[config.mk]
export PLATFORM = sky130hd
export DESIGN_NAME = port_b_analog_change_notify
export DESIGN_NICKNAME = d
export VERILOG_FILES = /design/src/shared/port_b_pkg.sv /design/src/rtl/port_b_analog_change_notify.sv
export SDC_FILE = /design/constraint.sdc
export NUM_CORES = 1
export LEC_CHECK = 0
export ABC_AREA = 0
export BUFFER_PORTS_ARGS = -buffer_cell sky130_fd_sc_hd__buf_2
export CAP_MARGIN = 20
export CORE_ASPECT_RATIO = 1.25
export CORE_UTILIZATION = 50
export CTS_CLUSTER_SIZE = 24
export DETAILED_ROUTE_END_ITERATION = 10
export GPL_TIMING_DRIVEN = 0
export PLACE_DENSITY = 0.74
export SLEW_MARGIN = 0
export SYNTH_ARGS = -nofsm -noshare
export SYNTH_HDL_FRONTEND = slang
export SYNTH_SLANG_ARGS = --single-unit
[constraint.sdc]
create_clock -name CORE_CLK_IN -period 2.6 [get_ports CORE_CLK_IN]
set_input_delay 0 -clock CORE_CLK_IN [delete_from_list [all_inputs] [get_ports CORE_CLK_IN]]
set_output_delay 0 -clock CORE_CLK_IN [all_outputs]
set_load 0.03 [all_outputs]
[src/shared/port_b_pkg.sv]
//
// Behaviour
// Pin analog/digital behaviour follows analog select bit and direction bit together.
// Software keeps direction at input for every pin used as converter input.
// Analog pin set as output feeds its own driven level to converter.
// Pin-level read returns zero where pin is an analog input channel.
// Pins in digital mode are never presented to the converter.
// Software waits one instruction cycle between port write and port read.
// Enabled input pin change raises interrupt request to processor.
// Change detection works with clocks stopped; no clock needed to catch it.
// Up to 22 change inputs, each individually enabled.
// Direction register resets to bits 5..0 set, upper bits clear.
// Pin-level and holding registers implement bits 5..0, reset to zero.
// Direction one makes pin input; zero drives pin from holding bit.
// Holding reads held value, pin-level reads pins, writes to either update holding.
// Unimplemented bits read zero in direction, holding and pin-level.
// Analog select bit gates digital input path off in analog mode.
package port_b_pkg;

    // ==========================================================
    // Register map
    localparam logic [15:0] ADDR_DIR_SELECT_B   = 16'h02c6;
    localparam logic [15:0] ADDR_PIN_LEVEL_B    = 16'h02c8;
    localparam logic [15:0] ADDR_OUT_HOLDING_B  = 16'h02cb;
    localparam logic [15:0] ADDR_ANALOG_SEL_CFG = 16'h02a8;
    localparam logic [15:0] ADDR_CHANGE_ENABLE  = 16'h02b0;
    localparam logic [15:0] ADDR_CHANGE_ENABLE_HI = 16'h02b2;

    // ==========================================================
    // Widths and reset values
    localparam int          PORT_BITS          = 6;
    localparam int          CHANGE_INPUTS      = 22;
    localparam logic [15:0] IMPL_MASK_B        = 16'h003f;
    localparam logic [15:0] RST_DIR_SELECT_B   = 16'h003f;
    localparam logic [15:0] RST_OUT_HOLDING_B  = 16'h0000;
    localparam logic [15:0] RST_ANALOG_SEL_CFG = 16'h0000;
    localparam logic [21:0] RST_CHANGE_ENABLE  = 22'h000000;
    localparam logic [15:0] READ_ZERO          = 16'h0000;

    // ==========================================================
    // Register bus request
    typedef struct packed {
        logic [15:0] addr;
        logic [15:0] wdata;
        logic        wr;
        logic        rd;
    } reg_req_s;

endpackage

[src/rtl/port_b_analog_change_notify.sv]
// Local design decision: strobed register access.
`timescale 1ns/100ps
module port_b_analog_change_notify #(
    parameter int PORT_BITS     = port_b_pkg::PORT_BITS,
    parameter int CHANGE_INPUTS = port_b_pkg::CHANGE_INPUTS
) (
    input  wire logic                     CORE_CLK_IN,
    input  wire logic                     RESET_IN,
    input  wire logic [15:0]              REG_ADDR_IN,
    input  wire logic [15:0]              REG_WDATA_IN,
    input  wire logic                     REG_WR_IN,
    input  wire logic                     REG_RD_IN,
    output logic      [15:0]              REG_RDATA_OUT,
    input  wire logic [PORT_BITS-1:0]     PIN_IN,
    output logic      [PORT_BITS-1:0]     PIN_OUT,
    output logic      [PORT_BITS-1:0]     PIN_OE_N_OUT,
    output logic      [PORT_BITS-1:0]     ANALOG_ROUTE_OUT,
    output logic      [PORT_BITS-1:0]     ANALOG_OWN_LEVEL_OUT,
    input  wire logic [CHANGE_INPUTS-1:0] CHANGE_PIN_IN,
    output logic                          CHANGE_IRQ_OUT
);

    // ==========================================================
    // Usage notes
    // Pin levels pass a two-flop synchroniser, so a pin-level read
    // shows a pad change two cycles late; software leaves a cycle
    // between a port write and a read of the same port.
    // Pin-level bits of analog-selected pins always read zero, even
    // with the direction bit at output.
    // The change request is a level, not a sticky flag: it drops
    // once the synchronised inputs have caught up with the pins.
    // While the core clock is stopped the raw pin is compared with
    // the last sampled state, so a change still raises the request.

    // ==========================================================
    // Decode helpers
    // Full-word match only: partial decoding would alias the port
    // registers onto neighbouring peripherals.
    function automatic logic addr_hit(
        input logic [15:0] addr,
        input logic [15:0] reg_addr
    );
        return addr == reg_addr;
    endfunction

    // Port-sized field in the low bits of a bus word, upper bits zero
    function automatic logic [15:0] widen_port(
        input logic [PORT_BITS-1:0] field
    );
        logic [15:0] word;
        word                = port_b_pkg::READ_ZERO;
        word[PORT_BITS-1:0] = field;
        return word;
    endfunction

    // ==========================================================
    // Bus decode
    port_b_pkg::reg_req_s req;
    assign req = '{REG_ADDR_IN, REG_WDATA_IN, REG_WR_IN, REG_RD_IN};

    wire        sel_dir  = addr_hit(req.addr, port_b_pkg::ADDR_DIR_SELECT_B);
    wire        sel_pin  = addr_hit(req.addr, port_b_pkg::ADDR_PIN_LEVEL_B);
    wire        sel_hold = addr_hit(req.addr, port_b_pkg::ADDR_OUT_HOLDING_B);
    wire        sel_ana  = addr_hit(req.addr, port_b_pkg::ADDR_ANALOG_SEL_CFG);
    wire        sel_enl  = addr_hit(req.addr, port_b_pkg::ADDR_CHANGE_ENABLE);
    wire        sel_enh  = addr_hit(req.addr, port_b_pkg::ADDR_CHANGE_ENABLE_HI);
    wire [15:0] wd       = req.wdata;

    // Write enables; the pin-level address writes the holding register
    wire wr_dir  = req.wr & sel_dir;
    wire wr_hold = req.wr & (sel_hold | sel_pin);
    wire wr_ana  = req.wr & sel_ana;
    wire wr_enl  = req.wr & sel_enl;
    wire wr_enh  = req.wr & sel_enh;
    wire wr_en   = wr_enl | wr_enh;

    // ==========================================================
    // Register state
    logic [PORT_BITS-1:0]     dir_select_b_ff;
    logic [PORT_BITS-1:0]     out_holding_b_ff;
    logic [PORT_BITS-1:0]     analog_select_cfg_ff;
    logic [CHANGE_INPUTS-1:0] change_enable_ff;
    logic [15:0]              rdata_ff;
    logic [PORT_BITS-1:0]     pin_meta_ff;
    logic [PORT_BITS-1:0]     pin_sync_ff;
    logic [CHANGE_INPUTS-1:0] chg_meta_ff;
    logic [CHANGE_INPUTS-1:0] chg_sync_ff;
    logic [CHANGE_INPUTS-1:0] chg_prev_ff;
    logic                     irq_ff;

    // Enable bits 15..0 sit in the low word, the rest in the high word
    wire [CHANGE_INPUTS-1:0] enable_lo_word =
        {change_enable_ff[CHANGE_INPUTS-1:16], wd};
    wire [CHANGE_INPUTS-1:0] enable_hi_word =
        {wd[CHANGE_INPUTS-17:0], change_enable_ff[15:0]};
    wire [CHANGE_INPUTS-1:0] nxt_change_enable =
        wr_enl ? enable_lo_word : enable_hi_word;

    // ==========================================================
    // Direction register
    // All pins come out of reset as inputs so nothing is driven
    // before software has set up the port.
    always_ff @(posedge CORE_CLK_IN) begin
        if (RESET_IN) begin
            dir_select_b_ff <= port_b_pkg::RST_DIR_SELECT_B[PORT_BITS-1:0];
        end else if (wr_dir) begin
            dir_select_b_ff <= wd[PORT_BITS-1:0];
        end
    end

    // ==========================================================
    // Output holding register
    // Holds the drive level whatever the direction, so a pin turned
    // to output starts from a known level.
    always_ff @(posedge CORE_CLK_IN) begin
        if (RESET_IN) begin
            out_holding_b_ff <= port_b_pkg::RST_OUT_HOLDING_B[PORT_BITS-1:0];
        end else if (wr_hold) begin
            out_holding_b_ff <= wd[PORT_BITS-1:0];
        end
    end

    // ==========================================================
    // Analog select register
    // Reset leaves every pin digital.
    always_ff @(posedge CORE_CLK_IN) begin
        if (RESET_IN) begin
            analog_select_cfg_ff <= port_b_pkg::RST_ANALOG_SEL_CFG[PORT_BITS-1:0];
        end else if (wr_ana) begin
            analog_select_cfg_ff <= wd[PORT_BITS-1:0];
        end
    end

    // ==========================================================
    // Change enable register
    // A write to one word leaves the other word untouched.
    always_ff @(posedge CORE_CLK_IN) begin
        if (RESET_IN) begin
            change_enable_ff <= port_b_pkg::RST_CHANGE_ENABLE;
        end else if (wr_en) begin
            change_enable_ff <= nxt_change_enable;
        end
    end

    // ==========================================================
    // Pin synchroniser
    // Two flops before any logic; only the second stage is read.
    always_ff @(posedge CORE_CLK_IN) begin
        if (RESET_IN) begin
            pin_meta_ff <= '0;
            pin_sync_ff <= '0;
        end else begin
            pin_meta_ff <= PIN_IN;
            pin_sync_ff <= pin_meta_ff;
        end
    end

    // ==========================================================
    // Per-pin pad and analog control
    wire [PORT_BITS-1:0] drive_n;
    wire [PORT_BITS-1:0] drive_level;
    wire [PORT_BITS-1:0] analog_in;
    wire [PORT_BITS-1:0] analog_out;
    wire [PORT_BITS-1:0] digital_in;
    wire [PORT_BITS-1:0] pin_read;

    genvar gp;
    generate
        for (gp = 0; gp < PORT_BITS; gp++) begin : g_pin
            // Direction one releases the pad, zero drives the holding bit
            assign drive_n[gp]     = dir_select_b_ff[gp];
            assign drive_level[gp] = out_holding_b_ff[gp];

            // Analog mode with direction input: converter channel
            assign analog_in[gp]  =
                analog_select_cfg_ff[gp] & dir_select_b_ff[gp];
            // Analog mode with direction output: converter sees own level
            assign analog_out[gp] =
                analog_select_cfg_ff[gp] & ~dir_select_b_ff[gp];

            // Input buffer gated off while analog mode is selected
            assign digital_in[gp] =
                pin_sync_ff[gp] & ~analog_select_cfg_ff[gp];
            // Analog input channels read as zero
            assign pin_read[gp]   = digital_in[gp] & ~analog_in[gp];
        end
    endgenerate

    // ==========================================================
    // Pad and converter outputs
    assign PIN_OUT              = drive_level;
    assign PIN_OE_N_OUT         = drive_n;
    // Only analog-selected pins reach the converter
    assign ANALOG_ROUTE_OUT     = analog_select_cfg_ff;
    assign ANALOG_OWN_LEVEL_OUT = analog_out & out_holding_b_ff;

    // ==========================================================
    // Read data, one cycle after the strobe
    // Unmapped addresses and unimplemented bits read as zero.
    wire [15:0] rd_mux;
    assign rd_mux =
        sel_dir  ? widen_port(dir_select_b_ff) :
        sel_pin  ? widen_port(pin_read) :
        sel_hold ? widen_port(out_holding_b_ff) :
        sel_ana  ? widen_port(analog_select_cfg_ff) :
        sel_enl  ? change_enable_ff[15:0] :
        sel_enh  ? 16'(change_enable_ff[CHANGE_INPUTS-1:16]) :
        port_b_pkg::READ_ZERO;

    // Data stand for one cycle only, zero otherwise
    wire [15:0] nxt_rdata = req.rd ? rd_mux : port_b_pkg::READ_ZERO;

    always_ff @(posedge CORE_CLK_IN) begin
        if (RESET_IN) begin
            rdata_ff <= port_b_pkg::READ_ZERO;
        end else begin
            rdata_ff <= nxt_rdata;
        end
    end

    assign REG_RDATA_OUT = rdata_ff;

    // ==========================================================
    // Change input synchroniser
    // Two flops before the edge detector; only the second is read
    // by the clocked path.
    always_ff @(posedge CORE_CLK_IN) begin
        if (RESET_IN) begin
            chg_meta_ff <= '0;
            chg_sync_ff <= '0;
        end else begin
            chg_meta_ff <= CHANGE_PIN_IN;
            chg_sync_ff <= chg_meta_ff;
        end
    end

    // Last synchronised state, for edge detection
    always_ff @(posedge CORE_CLK_IN) begin
        if (RESET_IN) begin
            chg_prev_ff <= '0;
        end else begin
            chg_prev_ff <= chg_sync_ff;
        end
    end

    // ==========================================================
    // Per-input change detection
    wire [CHANGE_INPUTS-1:0] sync_edge;
    wire [CHANGE_INPUTS-1:0] raw_mismatch;

    genvar gc;
    generate
        for (gc = 0; gc < CHANGE_INPUTS; gc++) begin : g_chg
            // Clocked edge on an enabled input
            assign sync_edge[gc]    =
                (chg_sync_ff[gc] ^ chg_prev_ff[gc]) & change_enable_ff[gc];
            // Raw pin against its last sampled state needs no clock edge
            assign raw_mismatch[gc] =
                (CHANGE_PIN_IN[gc] ^ chg_sync_ff[gc]) & change_enable_ff[gc];
        end
    endgenerate

    wire nxt_irq      = |sync_edge;
    wire async_change = |raw_mismatch;

    // ==========================================================
    // Change request
    // The clocked part raises the request again for one cycle, starting
    // one cycle after the synchroniser has caught up, so a short pulse is not missed.
    always_ff @(posedge CORE_CLK_IN) begin
        if (RESET_IN) begin
            irq_ff <= 1'b0;
        end else begin
            irq_ff <= nxt_irq;
        end
    end

    // A change with the clock stopped still raises the request
    assign CHANGE_IRQ_OUT = irq_ff | (async_change & ~RESET_IN);

endmodule

==> impl_results.md <==
- Detailed Routing Iterations Pass 1: 6
- Synthesized instance count: around 540
- DP Worst Slack: a little over 0.8 ns
- Warnings, synthesis: 0
- Area grow syn2layout: 34.3%
- Vias in the first global route: ~4,400
- Share of layout cells above drive strength 1: 0.199
- Delay-heaviest family, CP: compound AO/OA/AOI/OAI gates
- Slew Viols, Final: 0
- Clock Latency Late Sink: approximately 0.42 ns
- Placed cell count: 774
- Critical path type: reg -> out
- Grt ovf: 0
- Tcrit/Tclk final: 0.862
- Critical path data arrival time: between 2 and 2.5 ns
- CP peak stage delay: a little under 0.6 ns
- CTS tree: built
- CP Capture Type: primary output
- HP Class: in -> reg
- Cell variety after synth: 40
- Ant diodes: 0
- Average size of a mapped cell: a little under 10 µm²
- Crit path required time: 2.60 ns
- Most frequent cells in the layout: 135 x dfxtp_1, 104 x buf_2, 80 x nor2b_1, 57 x nand2_1, 46 x dlygate4sd3_1
- Setup Viol. Count Final: 0
- First-pass GRT wire length: approximately 22 mm
- Final worst slack: between 0.3 and 0.4 ns
- Post-synth top flop: dfxtp_1
- Hpwl dp: 9.76 mm
- Via density per instance: roughly 5.3
- Max Fclk: approximately 0.45 GHz
- VDD IR max: roughly 0.54 mV
- Pwr/cell area: about 720 mW/mm²
- MaxCap Viol Count: 0
- Largest net degree at the start of global routing: 17
- # IOs: between 100 and 150
- Crit path buf inv count: 1
- Non-filler cells, final: roughly 850
- Final hold violation count: 0
- Post-synth EDFFs: 0
- Final min period: 2.24 ns
- Worst Tran Pin Value: just under 0.7 ns
- Htree depth: 4
- Worst Setup Start Kind: flip-flop
- Post-CTS setup buffer count: 0
- Static leakage: about 0.003 µW
- Cell Chain, Critical Path: xor2_1 > a222oi_1 > nand3_1 > nor3_1 > a21oi_1 > buf_2
- Starting density of the core: 0.515
- Max-slew headroom: 0.549
- Total number of vias: between 4,000 and 5,000
- RSZ-0062 raised after global routing: no
- Die area: between 0.01 and 0.015 mm²
- Sinks on Clock Net: between 100 and 150
- Total negative slack: 0 ns
- Routed wire per std cell: 16.5 µm
- Clk pin slew, worst setup/hold paths: approximately 0.06 ns
- Die Height: ~120 µm
- Cts repair resizes: 0
- Post-synth ARST share: 0
- Mapped cell area: ~0.0052 mm²
- Max clock buf depth: 2
- Routed Antenna Nets: 0
- Final Power: 5020 µW
- Cell chosen for the clock root: clkbuf_16
- Syn nets: ~610
- #FFs+latches synth: 135
- CTS buffer count: 17
- Crit Path Max Fanout: 3
- GRT Resource Usage Total: 0.272
- Seq/Total Area, Yosys: 0.519
- Core area: approximately 0.01 mm²
- 1st-iter DRT viols: between 200 and 300
- Placer's final routability congestion estimate: 0.890
- # rows: between 40 and 50
- Initial antenna violation count: 0
- Fin nets: 774
- Hold_buf cts: 46
- Clock skew: a little under 0.007 ns
- DRC violations left: 0
- Final wirelength: approximately 14 mm
- Status: finished clean
- Slowest CP cell: a222oi_1
- Commonest non-fill, non-tap cell in the layout: dfxtp_1
- PortBufs: around 100
- Placed cell area: 0.00588 mm²
- Fill count: just under 800
- Die span in x: a little over 90 µm
- Design Area, Final: 0.00699 mm²
[final timing paths]
kind	cells after the start	slack [ns]	startpoint	end
hold reg to reg	1	0.43	chg_meta_ff[14]	chg_sync_ff[14]
setup / recovery	6	0.36	chg_sync_ff[16]	CHANGE_IRQ_OUT
setup reg to reg	5	1.24	chg_sync_ff[18]	irq_ff
hold / removal	4	0.01	REG_RD_IN	REG_RDATA_OUT[0]
[through the flow]
stage          hold slack (ns)   util
2_1_floorplan            0.128      -
3_3_place_gp             0.207  0.582
3_5_place_dp             0.218  0.582
4_1_cts                0.00306  0.691
5_1_grt                 0.0173  0.691
6_report                0.0130  0.691
[flip-flops by register name, indices dropped and copies added (netlist names), 16 cells and up]
signal / flops
change_enable_ff: 22
chg_prev_ff: 22
REG_RDATA_OUT: 16
chg_meta_ff: 22
chg_sync_ff: 22
[cells in the mapped netlist, types with 3 or more instances]
library cell,instances,area share
nand2_1,57,0.041
a21oi_1,45,0.043
o2bb2ai_1,6,0.010
nor3_1,7,0.0067
nor2b_1,80,0.096
and3_1,8,0.0096
a32o_1,5,0.0096
and2_1,13,0.016
buf_4,3,0.0043
nand3_1,3,0.0029
clkbuf_1,19,0.014
nor2_1,17,0.012
mux2i_1,7,0.013
nand4_1,7,0.0084
inv_1,9,0.0065
a22oi_1,18,0.026
o21ai_0,22,0.021
a211o_1,7,0.012
nand2b_1,3,0.0036
nand3b_1,5,0.0072
xor2_1,44,0.074
dfxtp_1,135,0.52
[worst reg2reg max path: stages (launching register included)]
cell     delay, ns
dfxtp_1       0.33
xor2_1        0.15
a22oi_1       0.29
nand4_1       0.18
nor2_1        0.15
a31oi_1       0.11
[routing by layer]
layer	wire, µm	global-route usage
met5	0	0
met4	536	0.157
met3	792	0.0781
met2	7280	0.487
met1	5460	0.282
[layout make-up]
type / instances / area [µm²] / share of cell area
sequential: 135 / 2700 / 0.387
multi-input combinational: 374 / 2360 / 0.337
timing repair buffer: 149 / 976 / 0.140
clock buffer: 20 / 447 / 0.0639
clock inverter: 12 / 200 / 0.0286
tap: 129 / 161 / 0.0231
buffer: 24 / 110 / 0.0158
inverter: 9 / 33.8 / 0.00483
[cell families (layout without fill, tap and decap cells)]
group | Yosys count | after routing | share of synthesized area
buffers and inverters | 33 | 214 | 0.0276
xor gates and xnor gates | 45 | 45 | 0.0757
muxes | 7 | 7 | 0.0135
AOI/OAI and AO/OA | 110 | 110 | 0.133
and+or+nand+nor | 212 | 212 | 0.230
DFF | 135 | 135 | 0.519
[power breakdown]
part | total [µW] | leakage, µW | switching (µW) | internal (µW)
logic | 271 | 0.00155 | 130 | 141
clock network | 2610 | 0.000306 | 882 | 1720
registers | 2140 | 0.00110 | 24.7 | 2120
Note: power is estimated with default switching activity, not from simulation.
